**src/hw/sfc_pkg.sv**
```systemverilog
package sfc_pkg;

    // ****************************************************************
    // Clock and analogue scaling
    // ****************************************************************
    localparam int unsigned CLK_HZ = 100_000_000;
    localparam int unsigned CMD_W = 12;
    // Speed command and minimum-speed setting arrive as millivolt codes.
    localparam logic [CMD_W-1:0] SPD_ZERO_MV = 12'hbb8; // 3000 mV gives 0% drive.
    localparam logic [CMD_W-1:0] SPD_FULL_MV = 12'h3e8; // 1000 mV gives 100% drive.
    localparam logic [CMD_W-1:0] SPD_SPAN_MV = 12'h7d0; // 2000 mV between the two.
    localparam logic [CMD_W-1:0] REF_LEVEL_MV = 12'hbb8; // Reference output level.

    // ****************************************************************
    // PWM carrier timing
    // ****************************************************************
    localparam int unsigned PWM_FREQ_HZ = 24_000;
    localparam int unsigned PWM_PERIOD_CYC = CLK_HZ / PWM_FREQ_HZ;
    // Ramp currents in tenths of a microamp set the rise to fall split.
    localparam int unsigned RAMP_CHARGE_DUA = 76;
    localparam int unsigned RAMP_DISCHARGE_DUA = 800;
    localparam int unsigned PER_W = 16;

    // ****************************************************************
    // Locked-rotor timing
    // ****************************************************************
    localparam int unsigned LOCK_DETECT_MS = 500;
    localparam int unsigned LOCK_OFF_MS = 3000;
    localparam int unsigned ON_OFF_RATIO = 12;
    localparam int unsigned LOCK_DETECT_CYC = (CLK_HZ / 1000) * LOCK_DETECT_MS;
    localparam int unsigned LOCK_OFF_CYC = (CLK_HZ / 1000) * LOCK_OFF_MS;

    // ****************************************************************
    // Register map
    // ****************************************************************
    localparam logic [7:0] REG_CTRL = 8'h00;
    localparam logic [7:0] REG_PWM_PERIOD = 8'h04;
    localparam logic [7:0] REG_STATUS = 8'h08;
    localparam logic [7:0] REG_INT_STAT = 8'h0c;
    localparam logic [7:0] REG_INT_MASK = 8'h10;
    localparam logic [7:0] REG_DUTY = 8'h14;
    localparam int unsigned CTRL_EN_BIT = 0;
    localparam logic [0:0] CTRL_RESET = 1'h1;
    localparam logic [PER_W-1:0] PWM_PERIOD_RESET = 16'h1046; // 4166 cycles.
    localparam int unsigned INT_W = 3;
    localparam int unsigned INT_LOCK_BIT = 0;
    localparam int unsigned INT_RETRY_BIT = 1;
    localparam int unsigned INT_RESUME_BIT = 2;
    localparam logic [INT_W-1:0] INT_MASK_RESET = 3'h0;

    typedef enum logic [2:0] {
        SFC_RUN = 3'b001,
        SFC_LOCK_OFF = 3'b010,
        SFC_LOCK_ON = 3'b100
    } sfc_state_e;

endpackage

```
**src/hw/sfc_top.sv**
```systemverilog
// Decided for this implementation: the APB register port and the register addresses.
`timescale 1ns/100ps
// Functional notes
// - Hall positive above negative selects phase b, else phase a.
// - Command 3 V gives 0% duty, 1 V gives 100%, linear between.
// - Command above 3 V with minimum-speed setting at or above 3 V forces PWM drive fully off.
// - Command at ground gives full 100% drive.
// - Effective command is clamped not to exceed minimum-speed setting.
// - Minimum-speed setting at reference level applies no clamp.
// - PWM carrier period is configurable, nominal about 24 kHz.
// - Each PWM period is a rising ramp then a falling ramp.
// - After lock detection time without rotation, flag rises, drive stops.
// - While locked, alternate drive-off wait and retry-on drive until rotation.
// - Lock flag high while stopped, low while running, open-drain.
// - Tach output copies Hall signal, open-drain.
// - Active low-side output carries PWM, driven low in off interval.
// - Inactive phase low-side output held low.
// - High-side outputs carry commutation only, active-low pull-down.
// - Retry-on time to off-wait time ratio is one to twelve.
module sfc_top #(
    parameter int unsigned LOCK_DETECT_CYCLES = sfc_pkg::LOCK_DETECT_CYC,
    parameter int unsigned LOCK_OFF_CYCLES = sfc_pkg::LOCK_OFF_CYC
) (
    input wire logic i_clk,
    input wire logic i_rst_n,
    input wire logic i_hall_pos_above,
    input wire logic [sfc_pkg::CMD_W-1:0] i_speed_cmd_in,
    input wire logic [sfc_pkg::CMD_W-1:0] i_min_speed_in,
    input wire logic i_psel,
    input wire logic i_penable,
    input wire logic i_pwrite,
    input wire logic [7:0] i_paddr,
    input wire logic [31:0] i_pwdata,
    output logic [31:0] o_prdata,
    output logic o_pready,
    output logic o_pslverr,
    output logic o_irq,
    output logic o_phase_a_low_drive,
    output logic o_phase_b_low_drive,
    output logic o_phase_a_high_drive,
    output logic o_phase_a_high_drive_oe,
    output logic o_phase_b_high_drive,
    output logic o_phase_b_high_drive_oe,
    output logic o_tach_out,
    output logic o_tach_out_oe,
    output logic o_lock_flag,
    output logic o_lock_flag_oe
);
    import sfc_pkg::*;

    localparam int unsigned RETRY_ON_CYCLES = LOCK_OFF_CYCLES / ON_OFF_RATIO;

    // Cycles of the falling ramp within one carrier period.
    function automatic logic [PER_W-1:0] fall_len(input logic [PER_W-1:0] per);
        logic [31:0] prod;
        prod = 32'(per) * 32'(RAMP_CHARGE_DUA) / 32'(RAMP_CHARGE_DUA + RAMP_DISCHARGE_DUA);
        return prod[PER_W-1:0];
    endfunction

    // ****************************************************************
    // Hall synchroniser and edge detection
    // ****************************************************************
    logic hall_meta_ff, hall_sync_ff, hall_prev_ff;
    logic nxt_hall_meta, nxt_hall_sync, nxt_hall_prev;
    logic hall_edge;

    // The first stage only feeds the second; edges use the clean copy.
    always_comb begin
        nxt_hall_meta = i_hall_pos_above;
        nxt_hall_sync = hall_meta_ff;
        nxt_hall_prev = hall_sync_ff;
    end

    always_ff @(posedge i_clk or negedge i_rst_n) begin
        if (!i_rst_n) begin
            hall_meta_ff <= 1'b0;
            hall_sync_ff <= 1'b0;
            hall_prev_ff <= 1'b0;
        end else begin
            hall_meta_ff <= nxt_hall_meta;
            hall_sync_ff <= nxt_hall_sync;
            hall_prev_ff <= nxt_hall_prev;
        end
    end

    assign hall_edge = hall_sync_ff ^ hall_prev_ff;

    // ****************************************************************
    // Speed command clamp and duty
    // ****************************************************************
    logic [CMD_W-1:0] eff_cmd;
    logic [PER_W-1:0] on_cycles;
    logic [PER_W-1:0] pwm_period_ff;
    logic [31:0] on_prod;

    // A higher voltage means lower speed, so the clamp sets a speed floor.
    always_comb begin
        eff_cmd = i_speed_cmd_in;
        if ((i_min_speed_in != REF_LEVEL_MV) && (i_speed_cmd_in > i_min_speed_in)) begin
            eff_cmd = i_min_speed_in;
        end
        on_prod = 32'h0;
        if (eff_cmd >= SPD_ZERO_MV) begin
            on_cycles = '0;
        end else if (eff_cmd <= SPD_FULL_MV) begin
            on_cycles = pwm_period_ff;
        end else begin
            on_prod = 32'(pwm_period_ff) * 32'(SPD_ZERO_MV - eff_cmd) / 32'(SPD_SPAN_MV);
            on_cycles = on_prod[PER_W-1:0];
        end
    end

    // ****************************************************************
    // PWM carrier: rising ramp then falling ramp
    // ****************************************************************
    logic [PER_W-1:0] pwm_cnt_ff, nxt_pwm_cnt;
    logic ramp_up;
    logic pwm_on;

    // Duty spans both ramps; full duty stays on while a shortened period wraps.
    always_comb begin
        if (pwm_cnt_ff >= pwm_period_ff - 16'h1) begin
            nxt_pwm_cnt = '0;
        end else begin
            nxt_pwm_cnt = pwm_cnt_ff + 16'h1;
        end
        ramp_up = pwm_cnt_ff < (pwm_period_ff - fall_len(pwm_period_ff));
        pwm_on = (on_cycles >= pwm_period_ff) || (pwm_cnt_ff < on_cycles);
    end

    always_ff @(posedge i_clk or negedge i_rst_n) begin
        if (!i_rst_n) begin
            pwm_cnt_ff <= '0;
        end else begin
            pwm_cnt_ff <= nxt_pwm_cnt;
        end
    end

    // ****************************************************************
    // Locked-rotor supervisor
    // ****************************************************************
    sfc_state_e state_ff, nxt_state;
    logic [31:0] lock_cnt_ff, nxt_lock_cnt;
    logic ev_lock, ev_retry, ev_resume;

    // A Hall edge always wins, so a rotor that restarts mid-retry is caught.
    always_comb begin
        nxt_state = state_ff;
        nxt_lock_cnt = lock_cnt_ff + 32'h1;
        ev_lock = 1'b0;
        ev_retry = 1'b0;
        ev_resume = 1'b0;
        if (hall_edge) begin
            nxt_state = SFC_RUN;
            nxt_lock_cnt = '0;
            ev_resume = (state_ff != SFC_RUN);
        end else begin
            case (state_ff)
                SFC_RUN: begin
                    if (lock_cnt_ff >= LOCK_DETECT_CYCLES - 1) begin
                        nxt_state = SFC_LOCK_OFF;
                        nxt_lock_cnt = '0;
                        ev_lock = 1'b1;
                    end
                end
                SFC_LOCK_OFF: begin
                    if (lock_cnt_ff >= LOCK_OFF_CYCLES - 1) begin
                        nxt_state = SFC_LOCK_ON;
                        nxt_lock_cnt = '0;
                        ev_retry = 1'b1;
                    end
                end
                SFC_LOCK_ON: begin
                    if (lock_cnt_ff >= RETRY_ON_CYCLES - 1) begin
                        nxt_state = SFC_LOCK_OFF;
                        nxt_lock_cnt = '0;
                    end
                end
                default: begin
                    nxt_state = SFC_RUN;
                    nxt_lock_cnt = '0;
                end
            endcase
        end
    end

    always_ff @(posedge i_clk or negedge i_rst_n) begin
        if (!i_rst_n) begin
            state_ff <= SFC_RUN;
            lock_cnt_ff <= '0;
        end else begin
            state_ff <= nxt_state;
            lock_cnt_ff <= nxt_lock_cnt;
        end
    end

    // ****************************************************************
    // APB register file and interrupt
    // ****************************************************************
    logic ctrl_en_ff, nxt_ctrl_en;
    logic [PER_W-1:0] nxt_pwm_period;
    logic [INT_W-1:0] int_stat_ff, nxt_int_stat, int_mask_ff, nxt_int_mask;
    logic [31:0] prdata_ff, nxt_prdata;
    logic pready_ff, nxt_pready, pslverr_ff, nxt_pslverr, irq_ff, nxt_irq;
    logic [INT_W-1:0] int_set;
    logic acc_done, hit;
    logic [31:0] rd_val;

    // One wait state lets read data come from a flop; writes land on
    // the edge where the master sees pready high.
    always_comb begin
        acc_done = i_psel && i_penable && pready_ff;
        nxt_pready = i_psel && i_penable && !pready_ff;
        hit = 1'b1;
        case (i_paddr)
            REG_CTRL: rd_val = {31'h0, ctrl_en_ff};
            REG_PWM_PERIOD: rd_val = {16'h0, pwm_period_ff};
            REG_STATUS: rd_val = {27'h0, state_ff, ramp_up, hall_sync_ff};
            REG_INT_STAT: rd_val = {29'h0, int_stat_ff};
            REG_INT_MASK: rd_val = {29'h0, int_mask_ff};
            REG_DUTY: rd_val = {16'h0, on_cycles};
            default: begin
                rd_val = 32'h0;
                hit = 1'b0;
            end
        endcase
        nxt_prdata = (nxt_pready && !i_pwrite) ? rd_val : prdata_ff;
        nxt_pslverr = nxt_pready && !hit;
        nxt_ctrl_en = ctrl_en_ff;
        nxt_pwm_period = pwm_period_ff;
        nxt_int_mask = int_mask_ff;
        nxt_int_stat = int_stat_ff;
        if (acc_done && i_pwrite) begin
            case (i_paddr)
                REG_CTRL: nxt_ctrl_en = i_pwdata[CTRL_EN_BIT];
                // A zero period would stall the carrier, so it is ignored.
                REG_PWM_PERIOD: nxt_pwm_period = (i_pwdata[PER_W-1:0] != '0) ?
                    i_pwdata[PER_W-1:0] : pwm_period_ff;
                REG_INT_MASK: nxt_int_mask = i_pwdata[INT_W-1:0];
                REG_INT_STAT: nxt_int_stat = int_stat_ff & ~i_pwdata[INT_W-1:0];
                default: nxt_ctrl_en = ctrl_en_ff;
            endcase
        end
        int_set = '0;
        int_set[INT_LOCK_BIT] = ev_lock;
        int_set[INT_RETRY_BIT] = ev_retry;
        int_set[INT_RESUME_BIT] = ev_resume;
        // A new event beats a clear arriving in the same cycle.
        nxt_int_stat = nxt_int_stat | int_set;
        nxt_irq = |(nxt_int_stat & nxt_int_mask);
    end

    always_ff @(posedge i_clk or negedge i_rst_n) begin
        if (!i_rst_n) begin
            ctrl_en_ff <= CTRL_RESET[0];
            pwm_period_ff <= PWM_PERIOD_RESET;
            int_stat_ff <= '0;
            int_mask_ff <= INT_MASK_RESET;
            prdata_ff <= '0;
            pready_ff <= 1'b0;
            pslverr_ff <= 1'b0;
            irq_ff <= 1'b0;
        end else begin
            ctrl_en_ff <= nxt_ctrl_en;
            pwm_period_ff <= nxt_pwm_period;
            int_stat_ff <= nxt_int_stat;
            int_mask_ff <= nxt_int_mask;
            prdata_ff <= nxt_prdata;
            pready_ff <= nxt_pready;
            pslverr_ff <= nxt_pslverr;
            irq_ff <= nxt_irq;
        end
    end

    // ****************************************************************
    // Phase, tach and flag outputs
    // ****************************************************************
    logic drive_on, locked;
    logic a_lo_ff, b_lo_ff, a_hi_oe_ff, b_hi_oe_ff, tach_oe_ff, flag_oe_ff;
    logic nxt_a_lo, nxt_b_lo, nxt_a_hi_oe, nxt_b_hi_oe, nxt_tach_oe, nxt_flag_oe;

    // Open-drain pins drive zero; their enables carry the level.
    always_comb begin
        drive_on = ctrl_en_ff && (state_ff != SFC_LOCK_OFF);
        locked = (state_ff != SFC_RUN);
        nxt_a_hi_oe = drive_on && !hall_sync_ff;
        nxt_b_hi_oe = drive_on && hall_sync_ff;
        nxt_a_lo = drive_on && !hall_sync_ff && pwm_on;
        nxt_b_lo = drive_on && hall_sync_ff && pwm_on;
        nxt_tach_oe = !hall_sync_ff;
        nxt_flag_oe = !locked;
    end

    always_ff @(posedge i_clk or negedge i_rst_n) begin
        if (!i_rst_n) begin
            a_lo_ff <= 1'b0;
            b_lo_ff <= 1'b0;
            a_hi_oe_ff <= 1'b0;
            b_hi_oe_ff <= 1'b0;
            tach_oe_ff <= 1'b1;
            flag_oe_ff <= 1'b1;
        end else begin
            a_lo_ff <= nxt_a_lo;
            b_lo_ff <= nxt_b_lo;
            a_hi_oe_ff <= nxt_a_hi_oe;
            b_hi_oe_ff <= nxt_b_hi_oe;
            tach_oe_ff <= nxt_tach_oe;
            flag_oe_ff <= nxt_flag_oe;
        end
    end

    assign o_prdata = prdata_ff;
    assign o_pready = pready_ff;
    assign o_pslverr = pslverr_ff;
    assign o_irq = irq_ff;
    assign o_phase_a_low_drive = a_lo_ff;
    assign o_phase_b_low_drive = b_lo_ff;
    assign o_phase_a_high_drive = 1'b0;
    assign o_phase_a_high_drive_oe = a_hi_oe_ff;
    assign o_phase_b_high_drive = 1'b0;
    assign o_phase_b_high_drive_oe = b_hi_oe_ff;
    assign o_tach_out = 1'b0;
    assign o_tach_out_oe = tach_oe_ff;
    assign o_lock_flag = 1'b0;
    assign o_lock_flag_oe = flag_oe_ff;
endmodule // sfc_top

```
**config.mk**
```make
export PLATFORM = sky130hd
export DESIGN_NAME = sfc_top
export DESIGN_NICKNAME = d
export VERILOG_FILES = /design/src/hw/sfc_pkg.sv /design/src/hw/sfc_top.sv
export SDC_FILE = /design/constraint.sdc
export NUM_CORES = 1
export LEC_CHECK = 0
export ABC_AREA = 1
export BUFFER_PORTS_ARGS = -buffer_cell sky130_fd_sc_hd__buf_4
export CORE_ASPECT_RATIO = 1.4
export CORE_MARGIN = 2
export CORE_UTILIZATION = 55
export CTS_BUF_LIST = sky130_fd_sc_hd__clkbuf_4 sky130_fd_sc_hd__clkbuf_8
export CTS_CLUSTER_SIZE = 12
export DETAILED_ROUTE_END_ITERATION = 12
export PLACE_DENSITY_LB_ADDON = 0.2
export SYNTH_ARGS = -nofsm -noshare
export SYNTH_HDL_FRONTEND = slang
export SYNTH_SLANG_ARGS = --single-unit
export TNS_END_PERCENT = 1
```
**constraint.sdc**
```tcl
create_clock -name i_clk -period 20.2 [get_ports i_clk]
set_input_delay 5.05 -clock i_clk [delete_from_list [all_inputs] [get_ports i_clk]]
set_output_delay 5.05 -clock i_clk [all_outputs]
set_load 0.01 [all_outputs]
```
* After elaboration in Yosys (flattened, before gate mapping)
Cells that the tools add are included.
** Storage, ports and cells
- Register bits after elaboration :: 118
- Output and inout bits :: 45
- Input port bits :: 70
- Word-level logic and storage cells :: 110
** Operators by class
- Add/sub/neg operators :: 5
- Divide/modulo/power cells :: 2
- $lt $le $gt $ge :: 10
- Mux-type cells :: 27
- Bitwise operators :: 5
- Multiply operators :: 2
- Reduce and logical (&&, ||, !) cells :: 25
- Eq/ne operators :: 14
** Operators by type and width (number)
- $mux 32 :: 4
- $pmux 16 s6 :: 1
- $pmux 32 s3 :: 1
- $mux 16 :: 3
- $add 32x1->32 const B :: 1
- $div 23x10->32 const B :: 1
- $div 32x11->32 const B :: 1
- $ge 16x16->1 :: 2
- $ge 32x25->1 const B :: 1
- $ge 32x26->1 const B :: 1
- $ge 32x29->1 const B :: 1
- $lt 16x16->1 :: 2
- $mul 17x13->30 :: 1
- $mux 3 :: 8
- $mul 16x5->21 const B :: 1
- $add 16x1->16 const B :: 1
- $eq 8x4->1 const B :: 2
- $eq 8x5->1 const B :: 2
- $reduce_bool 16->1 :: 1
- $sub 16x1->16 const B :: 1
- $sub 16x16->16 :: 1
- $sub 12x12->13 const A :: 1
- $ge 12x12->1 const B :: 1
- $gt 12x12->1 :: 1
- 24 further kinds :: 50

* Logic depth before layout (Yosys ltp)
- Word-level depth :: 11
- Mapped depth :: 176
- Gate-level depth less buffers :: 175

* Worst setup path after synthesis
No wires, ideal clock.
- Path type :: input port to flip-flop
- Start point :: input port i_min_speed_in[11] (netlist name)
- End point :: register a_lo_ff (netlist: o_phase_a_low_drive)
- Cell stages on the path :: 143
- Buffers on the path :: 1
- Slack :: -3178 ps
- Arrival :: 23237 ps
- Library setup time :: 141 ps
- Required time :: 20059 ps
- Cell sequence :: inv_1 ha_1 nand4_1 nor3_1 nand2_1 o211ai_1 o311ai_0 o21ai_0 clkinv_1 buf_1 ha_1 inv_1 nor2_1 nor3_1 nor2_1 nor2_1 xor2_1 clkinv_1 (+107 left out) nand3_1 nor2_1 nand2_1 nand2_1 nand2_1 ha_1 inv_1 a21boi_0 o21a_1 o21a_1 o211ai_1 a21boi_0 o21a_1 o21a_1 o2111ai_1 a21oi_1 a2111oi_0 a21oi_1
** On the way
- Cells in the longest elaborated chain, start to end :: 11
- Elaborated cells on any way between the ends :: 15
- Classes of those cells :: 1 x add/sub; 1 x mul; 1 x div; 5 x order compare; 1 x eq/ne; 3 x mux; 3 x reduce/logical
** RTL lines
- start: declaration :: RTL line sfc_top.sv:28 : input wire logic [sfc_pkg::CMD_W-1:0] i_min_speed_in,
- $gt 12x12->1 or $ne 12x12->1 (tied branches) :: RTL line sfc_top.sv:99 : if ((i_min_speed_in != REF_LEVEL_MV) && (i_speed_cmd_in > i_min_speed_in)) begin
- $logic_and 1x1->1 :: RTL line sfc_top.sv:99
- $mux 12 * :: RTL line sfc_top.sv:99
- $sub 12x12->13 :: RTL line sfc_top.sv:108 : on_prod = 32'(pwm_period_ff) * 32'(SPD_ZERO_MV - eff_cmd) / 32'(SPD_SPAN_MV);
- $mul 17x13->30 :: RTL line sfc_top.sv:108
- $div 32x11->32 :: RTL line sfc_top.sv:108
- $mux 16 :: RTL line sfc_top.sv:105 : end else if (eff_cmd <= SPD_FULL_MV) begin
- $mux 16 * :: RTL line sfc_top.sv:103 : if (eff_cmd >= SPD_ZERO_MV) begin
- $ge 16x16->1 or $lt 16x16->1 (tied branches) :: RTL line sfc_top.sv:128 : pwm_on = (on_cycles >= pwm_period_ff) || (pwm_cnt_ff < on_cycles);
- $logic_or 1x1->1 * :: RTL line sfc_top.sv:128
- $logic_and 1x1->1 * :: RTL line sfc_top.sv:288 : nxt_a_lo = drive_on && !hall_sync_ff && pwm_on;
- via nxt_a_lo :: RTL line sfc_top.sv:280 : logic nxt_a_lo, nxt_b_lo, nxt_a_hi_oe, nxt_b_hi_oe, nxt_tach_oe, nxt_flag_oe;
- end signal: assignment :: RTL line sfc_top.sv:303 : a_lo_ff <= nxt_a_lo;
- end: declaration :: RTL line sfc_top.sv:279 : logic a_lo_ff, b_lo_ff, a_hi_oe_ff, b_hi_oe_ff, tach_oe_ff, flag_oe_ff;
Mark *: on every way through the listed nets, which the timed path passes. The rest lies on a longest branch.
A chain may end at the register's enable or synchronous reset.

* Final worst setup path
- Start point :: input port i_min_speed_in[10] (netlist name)
- End point :: register a_lo_ff (netlist: o_phase_a_low_drive)
Same word-level chain as after synthesis.

==> flow_metrics.tcl <==
set metrics [dict create \
    status "finished with violations" \
    violations "negative setup slack" \
    wl_per_cell_um 14.1 \
    clk_pin_slew_worst_paths_ps 110 \
    antenna-diode-count 0 \
    crit_type "in2reg" \
    maxCapViolations 0 \
    relSlewSlack 0.355 \
    grt_pass1_vias 23300 \
    cpPeakStageDelay_ps 590 \
    stdcell_count 4568 \
    wl_met1_um 24700 \
    worstHoldPathType "reg2reg" \
    fmax_mhz 41.4 \
    clock-sinks 102 \
    drc 0 \
    die_height_um 249 \
    syn_area_um2 23500 \
    dieArea_um2 44500 \
    path_max_fanout 7 \
    vias 23900 \
    required_ps 20450 \
    grt_first_pass_wirelength_um 104000 \
    synth_top_area_frac 0.142 \
    route.met3.wl_um 3410 \
    place.gp.congestion 0.926 \
    clockBufferDepth 2 \
    die_w_um 179 \
    rsz0062_at_grt "true" \
    synth_edf_count 0 \
    viasPerCell 5.23 \
    wl_met2_um 33100 \
    final_hold_viol_count 0 \
    cts_hold_buf 0 \
    start_util 0.557 \
    end_kind "flop" \
    cp_common_cell "nand2_1" \
    holdWs_ps 358 \
    synth_flop_cell "dfrtp_1" \
    cp_slowest_cell "fa_1" \
    async_flop_share 1.00 \
    gr-total-overflow 0 \
    syn_inst 3513 \
    route.top_layer_used "met4" \
    drive_gt1_frac 0.296 \
    root_buffer "clkbuf_8" \
    yosysUniqueCellTypes 71 \
    fin_crit_sh 1.20 \
    grtUsageTotal 0.283 \
    synth_warnings 0 \
    dp_hpwl_um 50500 \
    maxSlewViolCount 0 \
    num_rows 89 \
    io_pins 115 \
    syn_to_final_growth_pct 28.0 \
    port_buffers 78 \
    clock_skew_ps 9.40 \
    min_period_ps 24160 \
    yosysTopAreaCell "fa_1" \
    final_nets 4490 \
    cts_buffers 9 \
    yosysSeqAreaShare 0.109 \
    wl_um 64400 \
    startpoint_type "input port" \
    firstDrtPassIters 5 \
    critPathArrivalTime_ps 24410 \
    ant_nets 0 \
    setup_ws_ps -3960 \
    dp_cells 4479 \
    grt_max_degree 79 \
    finalSetupViolCount 8 \
    coreArea_um2 42200 \
    avgSynthCellArea_um2 6.69 \
    antenna_found_initial 0 \
    drt-initial-drc-count 1145 \
    cts_tree "yes" \
    synth_area_leaders "fa_1 (14%), nand2_1 (13%), ha_1 (13%)" \
    layout_commonest_cell "nand2_1" \
    worst_pin_slew_ps 968 \
    ys_ff_latch 102 \
    worstSkewPairLatency_ps 380 \
    final_cell_mix "nand2_1 (727), inv_1 (641), buf_4 (516)" \
    htree_levels 3 \
]
-- kinds of logic after synthesis --
kind of cell / synth area share
fa+ha+maj: 0.268
xor+xnor: 0.0597
buf+inv: 0.133
other cells: 0.000319
mux: 0.0139
simple gates: 0.318
compound gates: 0.0980
flops: 0.109
-- synthesized netlist by cell type (8+ instances only) --
library cell,instances
nor3b_1,10
nor3_1,50
dfstp_2,8
xor2_1,123
nand3_1,208
o21bai_1,18
dfrtp_1,94
nand3b_1,11
clkbuf_1,36
fa_1,167
o21ai_1,46
o21ai_0,74
o211ai_1,15
buf_4,23
a31oi_1,13
nor2_1,304
xnor2_1,30
nand2_1,840
inv_1,666
mux2_2,29
nor2_4,11
nand4_1,36
nand2_4,26
o21a_1,10
clkinv_1,20
nor2_2,26
a211oi_1,9
o22ai_1,15
nand2_2,64
inv_2,55
nand3_2,22
a21oi_1,104
ha_1,236
nor4_1,12
o21ai_2,16
-- flip-flops by register name, indices dropped and copies added (netlist names) --
| name | flops |
|---|---|
| lock_cnt_ff | 32 |
| o_prdata | 16 |
| pwm_cnt_ff | 16 |
| pwm_period_ff | 16 |
| int_mask_ff | 3 |
| int_stat_ff | 3 |
| state_ff | 3 |
| ctrl_en_ff | 1 |
| hall_meta_ff | 1 |
| hall_prev_ff | 1 |
| hall_sync_ff | 1 |
| o_irq | 1 |
| o_lock_flag_oe | 1 |
| o_phase_a_high_drive_oe | 1 |
| o_phase_a_low_drive | 1 |
| o_phase_b_high_drive_oe | 1 |
| o_phase_b_low_drive | 1 |
| o_pready | 1 |
| o_pslverr | 1 |
| o_tach_out_oe | 1 |
-- worst paths after layout --
check | start | to | slack [ps] | cells past startpoint
worst max-delay path | i_min_speed_in[10] | o_phase_a_low_drive | -3960 | 151
worst min-delay path | hall_meta_ff | hall_sync_ff | 360 | 0
worst max register to register | pwm_period_ff[7] | o_phase_a_low_drive | 1930 | 130
worst min register to register | hall_meta_ff | hall_sync_ff | 360 | 0
max in group asynchronous | i_rst_n | o_prdata[12] | 14350 | 2
min in group asynchronous | i_rst_n | pwm_period_ff[7] | 4570 | 1
-- final cells by class --
type                    instances  area, µm²
multi-input cells            2627      19800
fillers                      3491      12100
repair buffers                533       4080
inverters                     744       2820
flip-flops and latches        102       2560
well taps                     546        683
clock buffers                  10        138
clock inverters                 6       57.6
-- critical path: cells and delay by family --
family | cells | cell delay [ps]
AO/OA/AOI/OAI | 27 | 4390
AND/OR/NAND/NOR | 86 | 8400
adder cells (fa/ha/maj) | 9 | 3840
buffers and inverters | 29 | 2680
-- per-stage QoR --
step / area, µm² / setup TNS, ps / utilization / setup slack, ps
after floorplan: 23700 / -8160 / - / -2660
after global placement: 27500 / -23620 / 0.651 / -4820
after detailed placement: 27500 / -26080 / 0.651 / -5130
after CTS: 28700 / -17520 / 0.681 / -4030
after global routing: 30100 / -29100 / 0.713 / -5410
final: 30100 / -17620 / 0.713 / -3960
-- per-layer routing --
layer / GRT usage / up-vias
met5: 0 / -
met4: 0.132 / 0
met3: 0.0381 / 184
met2: 0.507 / 598
met1: 0.329 / 11200
li1: - / 11900
-- what timing repair did --
item / 4_1_cts / 5_1_grt
pin swaps: 129 / 212
setup endpoints to repair: 9 / 11
resized for setup: 181 / 294
buffers inserted: 39 / 34
Power is not shown: default switching activity piles up to over one toggle a cycle in this logic, so the estimate is an artifact.
